===== config.mk =====
export PLATFORM = sky130hd
export DESIGN_NAME = ctm_top
export DESIGN_NICKNAME = d
export VERILOG_FILES = /design/src/hw/ctm_pkg.sv /design/src/hw/ctm_top.sv
export SDC_FILE = /design/constraint.sdc
export NUM_CORES = 1
export LEC_CHECK = 0
export BUFFER_PORTS_ARGS = -buffer_cell sky130_fd_sc_hd__buf_2
export CAP_MARGIN = 20
export CORE_MARGIN = 2
export CORE_UTILIZATION = 55
export CTS_CLUSTER_DIAMETER = 40
export DETAILED_ROUTE_END_ITERATION = 8
export PLACE_DENSITY_LB_ADDON = 0.25
export SYNTH_ARGS = -nofsm -noshare
export SYNTH_HDL_FRONTEND = slang
export SYNTH_SLANG_ARGS = --single-unit

===== constraint.sdc =====
create_clock -name clk_i -period 3.6 [get_ports clk_i]
set_input_delay 0.18 -clock clk_i [delete_from_list [all_inputs] [get_ports clk_i]]
set_output_delay 0.18 -clock clk_i [all_outputs]
set_load 0.02 [all_outputs]

===== src/hw/ctm_pkg.sv =====
// package: register map, field layout and codes of the compact timer
package ctm_pkg;
    // byte addresses of the registers on the bus
    localparam logic [7:0] OFF_PIN_ROUTE = 8'h00;
    localparam logic [7:0] OFF_CTRL0 = 8'h04;
    localparam logic [7:0] OFF_CTRL1 = 8'h08;
    localparam logic [7:0] OFF_CNT_LO = 8'h0c;
    localparam logic [7:0] OFF_CNT_HI = 8'h10;
    localparam logic [7:0] OFF_CMPA_LO = 8'h14;
    localparam logic [7:0] OFF_CMPA_HI = 8'h18;
    localparam logic [7:0] OFF_PERIOD = 8'h1c;
    localparam logic [7:0] OFF_FLAGS = 8'h20;
    // control register zero fields
    localparam int C0_PAUSE = 7;
    localparam int C0_CSEL_LO = 4;
    localparam int C0_ON = 3;
    // control register one fields
    localparam int C1_MODE_LO = 6;
    localparam int C1_IO_LO = 4;
    localparam int C1_OC = 3;
    localparam int C1_POL = 2;
    localparam int C1_DPX = 1;
    localparam int C1_CCLR = 0;
    // flag register fields
    localparam int FL_A = 0;
    localparam int FL_P = 1;
    // pin route width and reset values
    localparam int ROUTE_W = 5;
    localparam logic [7:0] BYTE_RST = 8'h00;
    localparam logic [15:0] WORD_RST = 16'h0000;
    localparam logic [15:0] WORD_MAX = 16'hffff;
    localparam logic [31:0] BUS_ZERO = 32'h0000_0000;
    // clock select codes
    localparam logic [2:0] CK_SYS4 = 3'h0;
    localparam logic [2:0] CK_SYS = 3'h1;
    localparam logic [2:0] CK_H16 = 3'h2;
    localparam logic [2:0] CK_H64 = 3'h3;
    localparam logic [2:0] CK_SUB = 3'h4;
    localparam logic [2:0] CK_RSV = 3'h5;
    localparam logic [2:0] CK_EXT_RISE = 3'h6;
    localparam logic [2:0] CK_EXT_FALL = 3'h7;
    // prescaler masks, all ones marks a divided tick
    localparam logic [5:0] DIV4_MASK = 6'h03;
    localparam logic [5:0] DIV16_MASK = 6'h0f;
    localparam logic [5:0] DIV64_MASK = 6'h3f;
    // operating modes
    localparam logic [1:0] MODE_CMP = 2'h0;
    localparam logic [1:0] MODE_UNDEF = 2'h1;
    localparam logic [1:0] MODE_PWM = 2'h2;
    localparam logic [1:0] MODE_TMR = 2'h3;
    // output function codes
    localparam logic [1:0] IO_NONE = 2'h0;
    localparam logic [1:0] IO_LOW = 2'h1;
    localparam logic [1:0] IO_HIGH = 2'h2;
    localparam logic [1:0] IO_TOGGLE = 2'h3;
endpackage


===== src/hw/ctm_top.sv =====
// module: compact 16-bit timer with wishbone register slave
// Behaviour
// - three-bit select picks clock; 101 disconnects
// - external pin counts rising or falling edges
// - external pin reaches timer only when selected
// - separate request lines for comparator A, P
// - compare match sets, clears or toggles output
// - output pin carries pwm waveform in pwm mode with output code 10
// - route bits hand pins to timer functions
// - compare low write only fills buffer
// - high write stores byte, loads buffered low
// - high read captures low byte into buffer
// - low read returns the buffer
// - sixteen-bit counter counts up on active edge
// - P matches high byte, A all bits
// - software only clears counter via on rise
// - counter clears on overflow or selected match
// - count read-only, compare registers read/write
// - compare output, timer/counter, pwm modes
// - pause freezes counter, clearing resumes it
// - on rise zeroes counter, off keeps value
// - code 110 rising, 111 falling pin edges
// - mode field 00 compare, 10 pwm, 11 timer
//
// Our own choices: the register offsets and the Wishbone register port.
`timescale 1ns/1ps
module ctm_top #(
    parameter int UNIT = 0 // which compact route bit drives this pin enable
) (
    input wire logic clk_i,
    input wire logic rst_i,
    input wire logic cyc_i,
    input wire logic stb_i,
    input wire logic we_i,
    input wire logic [7:0] adr_i,
    input wire logic [31:0] dat_i,
    input wire logic [3:0] sel_i,
    output logic [31:0] dat_o,
    output logic ack_o,
    input wire logic timer_ext_clock_pin_i,
    input wire logic sub_clock_tick_i,
    output logic ext_pin_claimed_o,
    output logic timer_output_pin_o,
    output logic timer_output_oe_o,
    output logic [ctm_pkg::ROUTE_W-1:0] pin_route_o,
    output logic irq_a_o,
    output logic irq_p_o
);
    // software state
    logic [ctm_pkg::ROUTE_W-1:0] route_reg; // pin route bits
    logic pause_reg; // counter pause
    logic [2:0] csel_reg; // clock select
    logic on_reg; // timer on
    logic on_prev_reg; // on bit one cycle ago
    logic [1:0] mode_reg; // operating mode
    logic [1:0] io_reg; // output function
    logic oc_reg; // initial / active level
    logic pol_reg; // output inversion
    logic dpx_reg; // swap period and duty
    logic cclr_reg; // clear on A when set
    logic [7:0] period_reg; // comparator P value
    logic [15:0] cmpa_reg; // comparator A value
    logic [7:0] abuf_reg; // compare pair buffer
    logic [7:0] dbuf_reg; // count pair buffer
    // timer state
    logic [15:0] count_reg;
    logic [5:0] div_reg; // free-running prescaler
    logic ext_prev_reg; // pin level last cycle
    logic lvl_reg; // compare-mode output level
    logic flag_a_reg;
    logic flag_p_reg;
    // bus and pin output state
    logic ack_reg;
    logic [31:0] dat_reg;
    logic out_reg;
    logic oe_reg;
    logic claim_reg;

    // bus request decode, one per request
    logic take;
    logic wr;
    logic rd;
    assign take = cyc_i & stb_i & ~ack_reg;
    assign wr = take & we_i & sel_i[0];
    assign rd = take & ~we_i;

    // clock source decode
    logic sel_ext;
    logic ext_edge;
    logic tick;
    assign sel_ext = (csel_reg == ctm_pkg::CK_EXT_RISE) | (csel_reg == ctm_pkg::CK_EXT_FALL);
    // edge seen only while an external code (110 or 111) is selected; input is synchronous
    assign ext_edge = sel_ext & (timer_ext_clock_pin_i != ext_prev_reg) &
        (timer_ext_clock_pin_i == (csel_reg == ctm_pkg::CK_EXT_RISE));

    always_comb begin
        unique case (csel_reg)
            ctm_pkg::CK_SYS4: tick = (div_reg & ctm_pkg::DIV4_MASK) == ctm_pkg::DIV4_MASK;
            ctm_pkg::CK_SYS: tick = 1'b1;
            ctm_pkg::CK_H16: tick = (div_reg & ctm_pkg::DIV16_MASK) == ctm_pkg::DIV16_MASK;
            ctm_pkg::CK_H64: tick = div_reg == ctm_pkg::DIV64_MASK;
            ctm_pkg::CK_SUB: tick = sub_clock_tick_i;
            ctm_pkg::CK_RSV: tick = 1'b0; // disconnected source
            default: tick = ext_edge;
        endcase
    end

    // counting and match terms
    logic on_rise;
    logic run;
    logic [15:0] inc;
    logic am;
    logic pm;
    logic a_hit;
    logic p_hit;
    logic clr_hit;
    logic [15:0] duty;
    logic pwm_act;
    assign on_rise = on_reg & ~on_prev_reg;
    assign run = on_reg & ~pause_reg & tick & ~on_rise;
    assign inc = count_reg + 16'h0001;
    assign am = inc == cmpa_reg;
    // zero period means the match is the overflow itself
    assign pm = (period_reg == ctm_pkg::BYTE_RST) ? (count_reg == ctm_pkg::WORD_MAX) :
        ((inc[15:8] == period_reg) && (inc[7:0] == ctm_pkg::BYTE_RST));
    assign a_hit = run & am;
    assign p_hit = run & pm;
    // pwm ignores the clear select: the period comparator clears, or comparator A when the swap bit is set
    assign clr_hit = (mode_reg == ctm_pkg::MODE_PWM) ? (dpx_reg ? a_hit : p_hit) :
        (cclr_reg ? a_hit : p_hit);
    assign duty = dpx_reg ? {period_reg, ctm_pkg::BYTE_RST} : cmpa_reg;
    assign pwm_act = count_reg < duty;

    // prescaler and pin history
    always_ff @(posedge clk_i) begin
        if (rst_i) begin
            div_reg <= 6'h00;
            ext_prev_reg <= 1'b0;
            on_prev_reg <= 1'b0;
        end else begin
            div_reg <= div_reg + 6'h01;
            ext_prev_reg <= timer_ext_clock_pin_i;
            on_prev_reg <= on_reg;
        end
    end

    // main counter, no software load path
    always_ff @(posedge clk_i) begin
        if (rst_i) begin
            count_reg <= ctm_pkg::WORD_RST;
        end else if (on_rise) begin
            count_reg <= ctm_pkg::WORD_RST;
        end else if (run) begin
            count_reg <= clr_hit ? ctm_pkg::WORD_RST : inc;
        end
    end

    // sticky match flags, set beats a same-cycle clear
    always_ff @(posedge clk_i) begin
        if (rst_i) begin
            flag_a_reg <= 1'b0;
            flag_p_reg <= 1'b0;
        end else begin
            flag_a_reg <= a_hit | (flag_a_reg & ~(wr && adr_i == ctm_pkg::OFF_FLAGS && dat_i[ctm_pkg::FL_A]));
            flag_p_reg <= p_hit | (flag_p_reg & ~(wr && adr_i == ctm_pkg::OFF_FLAGS && dat_i[ctm_pkg::FL_P]));
        end
    end

    // compare-mode level; reloaded from the initial level on every on rise
    always_ff @(posedge clk_i) begin
        if (rst_i) begin
            lvl_reg <= 1'b0;
        end else if (on_rise) begin
            lvl_reg <= oc_reg;
        end else if (mode_reg == ctm_pkg::MODE_CMP && a_hit) begin
            unique case (io_reg)
                ctm_pkg::IO_NONE: lvl_reg <= lvl_reg;
                ctm_pkg::IO_LOW: lvl_reg <= 1'b0;
                ctm_pkg::IO_HIGH: lvl_reg <= 1'b1;
                ctm_pkg::IO_TOGGLE: lvl_reg <= ~lvl_reg;
            endcase
        end
    end

    // pin drive per mode; timer/counter and undefined modes hold it low
    logic pin_next;
    always_comb begin
        unique case (mode_reg)
            ctm_pkg::MODE_CMP: pin_next = lvl_reg ^ pol_reg;
            ctm_pkg::MODE_PWM: begin
                unique case (io_reg)
                    ctm_pkg::IO_LOW: pin_next = oc_reg ^ pol_reg;
                    ctm_pkg::IO_HIGH: pin_next = (pwm_act ? oc_reg : ~oc_reg) ^ pol_reg;
                    default: pin_next = ~oc_reg ^ pol_reg;
                endcase
            end
            default: pin_next = 1'b0;
        endcase
    end

    // registered pin outputs; a one-cycle lag is accepted for clean edges
    always_ff @(posedge clk_i) begin
        if (rst_i) begin
            out_reg <= 1'b0;
            oe_reg <= 1'b0;
            claim_reg <= 1'b0;
        end else begin
            out_reg <= pin_next;
            oe_reg <= route_reg[UNIT];
            claim_reg <= sel_ext;
        end
    end

    // control register writes
    always_ff @(posedge clk_i) begin
        if (rst_i) begin
            route_reg <= '0;
            {pause_reg, csel_reg, on_reg} <= 5'h00;
            {mode_reg, io_reg, oc_reg, pol_reg, dpx_reg, cclr_reg} <= ctm_pkg::BYTE_RST;
            period_reg <= ctm_pkg::BYTE_RST;
        end else if (wr) begin
            unique case (adr_i)
                ctm_pkg::OFF_PIN_ROUTE: route_reg <= dat_i[ctm_pkg::ROUTE_W-1:0];
                ctm_pkg::OFF_CTRL0: begin
                    pause_reg <= dat_i[ctm_pkg::C0_PAUSE];
                    csel_reg <= dat_i[ctm_pkg::C0_CSEL_LO +: 3];
                    on_reg <= dat_i[ctm_pkg::C0_ON];
                end
                ctm_pkg::OFF_CTRL1: begin
                    mode_reg <= dat_i[ctm_pkg::C1_MODE_LO +: 2];
                    io_reg <= dat_i[ctm_pkg::C1_IO_LO +: 2];
                    oc_reg <= dat_i[ctm_pkg::C1_OC];
                    pol_reg <= dat_i[ctm_pkg::C1_POL];
                    dpx_reg <= dat_i[ctm_pkg::C1_DPX];
                    cclr_reg <= dat_i[ctm_pkg::C1_CCLR];
                end
                ctm_pkg::OFF_PERIOD: period_reg <= dat_i[7:0];
                default: ; // other offsets have no control bits
            endcase
        end
    end

    // compare pair and its buffer; order mistakes are the user's problem
    always_ff @(posedge clk_i) begin
        if (rst_i) begin
            cmpa_reg <= ctm_pkg::WORD_RST;
            abuf_reg <= ctm_pkg::BYTE_RST;
        end else if (wr && adr_i == ctm_pkg::OFF_CMPA_LO) begin
            abuf_reg <= dat_i[7:0];
        end else if (wr && adr_i == ctm_pkg::OFF_CMPA_HI) begin
            cmpa_reg <= {dat_i[7:0], abuf_reg};
        end else if (rd && adr_i == ctm_pkg::OFF_CMPA_HI) begin
            abuf_reg <= cmpa_reg[7:0];
        end
    end

    // count pair buffer, loaded only by a high read
    always_ff @(posedge clk_i) begin
        if (rst_i) begin
            dbuf_reg <= ctm_pkg::BYTE_RST;
        end else if (rd && adr_i == ctm_pkg::OFF_CNT_HI) begin
            dbuf_reg <= count_reg[7:0];
        end
    end

    // read mux; unmapped reads answer zero
    logic [7:0] rbyte;
    always_comb begin
        unique case (adr_i)
            ctm_pkg::OFF_PIN_ROUTE: rbyte = {3'h0, route_reg};
            ctm_pkg::OFF_CTRL0: rbyte = {pause_reg, csel_reg, on_reg, 3'h0};
            ctm_pkg::OFF_CTRL1: rbyte = {mode_reg, io_reg, oc_reg, pol_reg, dpx_reg, cclr_reg};
            ctm_pkg::OFF_CNT_LO: rbyte = dbuf_reg;
            ctm_pkg::OFF_CNT_HI: rbyte = count_reg[15:8];
            ctm_pkg::OFF_CMPA_LO: rbyte = abuf_reg;
            ctm_pkg::OFF_CMPA_HI: rbyte = cmpa_reg[15:8];
            ctm_pkg::OFF_PERIOD: rbyte = period_reg;
            ctm_pkg::OFF_FLAGS: rbyte = {6'h00, flag_p_reg, flag_a_reg};
            default: rbyte = ctm_pkg::BYTE_RST;
        endcase
    end

    // one-cycle answer, dropped the cycle after
    always_ff @(posedge clk_i) begin
        if (rst_i) begin
            ack_reg <= 1'b0;
            dat_reg <= ctm_pkg::BUS_ZERO;
        end else begin
            ack_reg <= take;
            if (rd) begin
                dat_reg <= {24'h00_0000, rbyte};
            end
        end
    end

    assign dat_o = dat_reg;
    assign ack_o = ack_reg;
    assign ext_pin_claimed_o = claim_reg;
    assign timer_output_pin_o = out_reg;
    assign timer_output_oe_o = oe_reg;
    assign pin_route_o = route_reg;
    assign irq_a_o = flag_a_reg;
    assign irq_p_o = flag_p_reg;
endmodule // ctm_top


==> impl_metrics.toml, run 1 <==
[detailed_routing]
viasPerCell = 6.29
wl_per_cell_um = 19.4
num_vias = 5664
firstDrtPassIters = 5
drtIter0Drc = 551
drt_wl_total_mm = 17.4
drc = 0
ant_nets = 0

[logic_synthesis]
synth_area_um2 = 6040
async_reset_ff_share_pct = 0
synth-edff-count = 0
synth_top_family_by_area = "simple AND/OR/NAND/NOR gates"
synthXorXnorAreaFrac_pct = 4.60
avgSynthCellArea_um2 = 8.48
ys.flop_type = "dfxtp_1"
synth.mux.area_fraction_pct = 11.5
ys_ff_latch = 97
ys_types = 70
synth_adder_area_share_pct = 4.35
syn_inst = 712
synth-compound-area-share_pct = 16.5
synthSimpleGateAreaFrac_pct = 24.0
ys_warn_count = 0
ys_seq_area_share_pct = 32.2

[cts]
cts.path.max_buffers = 2
cts.sinks = 97
worstSkewPairLatency_ps = 400
cts_tree = "done"
postCtsSetupRepairBufs = 0
clkTransAtPathRegs_ps = 110
clockRootBuffer = "clkbuf_8"
htree_levels = 3
numCtsBuffers = 9

[floorplan]
initial_utilization_pct = 56.0
die_y_um = 109
rows = 38
dieArea_um2 = 11800
die_width_um = 109
io_pins = 94
coreArea_um2 = 10800

[placement]
dp_slack_ps = 278
io_buffers = 42
gp_congestion = 0.917
hpwlAfterDp_mm = 12.9

[layout]
area_delta_synth_final_pct = 8.89
final_nets = 827
final_cell_mix = "nor2_1, dfxtp_1, mux2i_1, buf_2, nand2_1"
seqCellArea_um2 = 1940
layout_commonest_cell = "nor2_1"
antennaDiodeCount = 0
drive_gt1_share_pct = 14.1
nFillCells = 927
multiInputGateArea_um2 = 3770

[min_path]
hp-class = "primary input to flip-flop"

[critical_path]
worstSetupEndpointType = "flip-flop"
cp_cell_sequence = "ha_1, inv_1, or4_1, o311a_1, a2111o_1, or4_4, o22ai_4, nor3_2, a221o_1"
cp_slowest_stage_delay_ps = 530
crit_type = "flip-flop to flip-flop"
cp_max_fo = 12
worstSetupStartpointType = "flip-flop"
path_delay_family = "compound AO/OA/AOI/OAI gates"
required_ps = 3880
worstPathArrival_ps = 3680
crit_path_top_delay_cell = "or4_1"
path_buf_inv = 1

[timing]
rsz0062_at_grt = "false"
max_slew.worst_pin.slew_ps = 1080
clock.fmax_ghz = 0.294
clock_skew_ps = 13.5
setup_viol = 0
hold_violations = 0
slew_violations = 0
finalWorstSetupSlack_ps = 204
max_slew_margin_pct = 27.3
post-route-period-util_pct = 94.3
fin_setup_tns_ps = 0
period_minus_slack_ps = 3400

[grt]
grt_start_max_net_pins = 82
track_usage_pct = 29.5
grt_pass1_vias = 5114
antenna_found_initial = 0
grt_overflow_total = 0
grt_pass1_wl_mm = 26.6

[pwr]
ir_worst_vdd_v = 0.000330
cellPowerDensity_nw_per_um2 = 346
p_leak_nw = 2.75

[run]
drv_cap = 0

[run_status]
status = "completed"
[worst register-to-register path: cells and delay by family (launching register included)]
kind            cells  cell delay, ps
compound gates      4            1220
fa+ha+maj           1             250
flops               1             510
simple gates        3            1180
buf+inv             1             120
[cells by family after synthesis]
family,count (synthesis)
AND/OR/NAND/NOR,288
AO/OA/AOI/OAI,131
flip-flops,97
buffers and inverters,78
multiplexers,69
XOR/XNOR,27
adder cells (fa/ha/maj),21
other,1
[cell usage after synthesis, types with 3 or more instances]
cell | count | area share, %
clkbuf_1 | 25 | 1.6
a22oi_1 | 33 | 4.1
buf_1 | 4 | 0.25
a211oi_1 | 11 | 1.4
nand4b_1 | 3 | 0.44
a222oi_1 | 4 | 0.66
a21oi_1 | 10 | 0.83
or4_1 | 5 | 0.62
nand2_1 | 40 | 2.5
mux2i_1 | 66 | 11
ha_1 | 21 | 4.4
nand2b_1 | 16 | 1.7
inv_1 | 14 | 0.87
o211ai_1 | 4 | 0.50
xor2_1 | 12 | 1.7
a31oi_1 | 4 | 0.41
nor3_1 | 18 | 1.5
and2_1 | 7 | 0.73
nor4_1 | 7 | 0.73
and3_1 | 6 | 0.62
nand4_1 | 16 | 1.7
buf_2 | 6 | 0.50
nor2b_1 | 11 | 1.1
a211o_1 | 5 | 0.73
nand3_1 | 22 | 1.8
dfxtp_1 | 97 | 32
o21ai_0 | 11 | 0.91
xnor2_1 | 12 | 1.7
o31ai_1 | 7 | 0.87
buf_4 | 27 | 3.4
and4_1 | 3 | 0.44
nor2_1 | 114 | 7.1
o22ai_1 | 3 | 0.31
nand3b_1 | 5 | 0.62
a221o_1 | 3 | 0.50
a21o_1 | 12 | 1.5
xnor3_1 | 3 | 1.1
mux2_2 | 3 | 0.56
a2111oi_0 | 3 | 0.44
[final timing paths]
| check | start | endpoint | slack [ps] | cells past startpoint |
|---|---|---|---|---|
| max | count_reg[1]$_SDFFE_PP0P_ | count_reg[15]$_SDFFE_PP0P_ | 200 | 9 |
| min | timer_ext_clock_pin_i | ext_prev_reg$_SDFF_PP0_ | 30 | 2 |
| max reg2reg | count_reg[1]$_SDFFE_PP0P_ | count_reg[15]$_SDFFE_PP0P_ | 200 | 9 |
| min reg2reg | div_reg[0]$_SDFF_PP0_ | div_reg[0]$_SDFF_PP0_ | 460 | 1 |
[repair_timing]
action                                 4_1_cts  5_1_grt
resized for setup                            0        1
setup endpoints to repair                    0        3
hold buffers                                 0        0
endpoints found under the hold margin        0        0
[layout make-up]
| type | count | area share, % |
|---|---|---|
| Clock inverter | 7 | 1.08 |
| Tap cell | 140 | 2.66 |
| Sequential cell | 97 | 29.5 |
| Inverter | 14 | 0.799 |
| Clock buffer | 9 | 1.88 |
| Multi-Input combinational cell | 560 | 57.3 |
| Timing Repair Buffer | 73 | 6.74 |
[through the flow]
step / hold WS, ps / cells / util (%) / total power, mW / area, um2
after floorplan: 308 / 735 / - / 1.45 / 6130
after global placement: 423 / 884 / 59.1 / 1.55 / 6380
after detailed placement: 442 / 884 / 59.1 / 1.56 / 6380
after CTS: 35.0 / 900 / 60.9 / 2.27 / 6580
after global routing: 55.5 / 900 / 60.9 / 2.36 / 6580
final: 30.9 / 900 / 60.9 / 2.28 / 6580
[power by group]
group / internal [mW] / switching [mW]
clock network: 0.270 / 0.455
logic: 0.170 / 0.244
registers: 1.10 / 0.0405
total: 1.54 / 0.739
[metal layers]
layer / vias to the layer above / wire [um] / global-route usage (%)
met5: - / 0 / 0
met4: 0 / 434 / 10.7
met3: 46 / 1430 / 6.63
met2: 277 / 8000 / 45.8
met1: 2715 / 7560 / 40.1
li1: 2626 / - / -
No activity file was read; power rests on OpenSTA's default activity.
==> run 2, diff against run 1 <==
- ABC_CLOCK_PERIOD_IN_PS: not set -> 3400
- clock period: 3.6 -> 3.4 ns (I/O delays scaled with it)
==> impl_metrics.toml, run 2 (synthesized netlist as in run 1, its figures left out) <==
[floorplan]
coreArea_um2 = 10800
dieArea_um2 = 11800
die_width_um = 109
die_y_um = 109
io_pins = 94
rows = 38
initial_utilization_pct = 56.0

[min_path]
hp-class = "primary input to flip-flop"

[timing]
max_slew.worst_pin.slew_ps = 879
fin_setup_tns_ps = 0
clock_skew_ps = 13.8
rsz0062_at_grt = "false"
max_slew_margin_pct = 40.9
setup_viol = 0
hold_violations = 0
post-route-period-util_pct = 95.1
period_minus_slack_ps = 3230
slew_violations = 0
hold_slack_ps = 80.5
clock.fmax_ghz = 0.309

[detailed_routing]
wl_per_cell_um = 18.9
drc = 0
viasPerCell = 6.26
ant_nets = 0
firstDrtPassIters = 8
drtIter0Drc = 625
drt_wl_total_mm = 17.1
num_vias = 5655

[cts]
clockRootBuffer = "clkbuf_8"
postCtsSetupRepairBufs = 0
cts_tree = "done"
worstSkewPairLatency_ps = 400
numCtsBuffers = 9
clkTransAtPathRegs_ps = 110
cts.sinks = 97
cts.path.max_buffers = 2
htree_levels = 3

[critical_path]
required_ps = 3750
worstPathArrival_ps = 3580
worstSetupEndpointType = "flip-flop"
cp_max_fo = 12
worstSetupStartpointType = "flip-flop"
crit_type = "flip-flop to flip-flop"

[pwr]
seq_power_share_pct = 50.0
ir_worst_vdd_v = 0.000360
p_int_mw = 1.63
total_power_mw = 2.41
pwr-share-comb_pct = 17.8
p_sw_share_pct = 32.4
cellPowerDensity_nw_per_um2 = 364
p_leak_nw = 2.79
p_clk_share_pct = 32.2
p_switching_mw = 0.781

[grt]
track_usage_pct = 29.7
grt_overflow_total = 0
grt_pass1_vias = 5064
grt_pass1_wl_mm = 26.8
antenna_found_initial = 0
grt_start_max_net_pins = 82

[placement]
io_buffers = 42
hpwlAfterDp_mm = 12.8
gp_congestion = 0.946

[layout]
final_nets = 830
area_delta_synth_final_pct = 9.59
drive_gt1_share_pct = 14.7
final_cell_mix = "nor2_1, dfxtp_1, mux2i_1, buf_2, nand2_1"
antennaDiodeCount = 0
layout_commonest_cell = "nor2_1"

[run_status]
status = "completed"

[run]
drv_cap = 0
[run 2: power by group through the flow]
| stage | sequential, mW | clock [mW] | combinational [mW] |
|---|---|---|---|
| after detailed placement | 1.23 | 0 | 0.414 |
| after global placement | 1.23 | 0 | 0.401 |
| after CTS | 1.20 | 0.786 | 0.419 |
| after floorplan | 1.21 | 0 | 0.329 |
| after global routing | 1.21 | 0.828 | 0.468 |
| final | 1.21 | 0.775 | 0.429 |
[run 2: path summary, 6_finish.rpt]
| check | to | slack [ps] | depth (start not counted) | start |
|---|---|---|---|---|
| setup reg to reg | count_reg[0]$_SDFFE_PP0P_ | 170 | 10 | count_reg[2]$_SDFFE_PP0P_ |
| hold / removal | ack_o$_SDFF_PP0_ | 80 | 3 | stb_i |
| setup / recovery | count_reg[0]$_SDFFE_PP0P_ | 170 | 10 | count_reg[2]$_SDFFE_PP0P_ |
| hold reg to reg | div_reg[0]$_SDFF_PP0_ | 450 | 1 | div_reg[0]$_SDFF_PP0_ |
[run 2: area by class of cell]
cell class | count | area, um2
clock buffer | 9 | 124
clock inverter | 7 | 72.6
fill | 933 | 4170
inverter | 14 | 52.6
multi-input combinational | 560 | 3780
sequential | 97 | 1940
tap | 140 | 175
timing repair buffer | 76 | 468
[run 2: stage by stage]
| step | instance area (um2) | utilization (%) | std cells | setup WS, ps |
|---|---|---|---|---|
| global placement | 6390 | 59.3 | 886 | 252 |
| global route | 6620 | 61.3 | 903 | 7.15 |
| CTS | 6600 | 61.2 | 903 | 72.0 |
| finish | 6620 | 61.3 | 903 | 168 |
| detailed placement | 6390 | 59.3 | 886 | 115 |
| floorplan | 6130 | - | 735 | 262 |
[run 2: worst max-delay path, cell delays in order, from the launching register on]
cell	delay, ps
dfxtp_1	540
nand4_1	330
buf_4	260
o31ai_1	260
buf_4	190
nand3_1	70
o211ai_1	160
nand4b_1	220
o21ai_2	150
nor3_2	720
mux2_2	280
[run 2: layer usage]
| layer | part of all wire (%) | up-vias | track usage [%] |
|---|---|---|---|
| li1 | - | 2639 | - |
| met1 | 43 | 2728 | 40.7 |
| met2 | 45 | 251 | 45.8 |
| met3 | 8.6 | 35 | 6.04 |
| met4 | 2.5 | 2 | 10.7 |
| met5 | 0.28 | - | 3.57 |
[run 2: repair_timing]
item                       4_1_cts  5_1_grt
resized for setup                0        5
hold buffers                     1        0
hold endpoints to repair         1        0
setup endpoints to repair        0       12
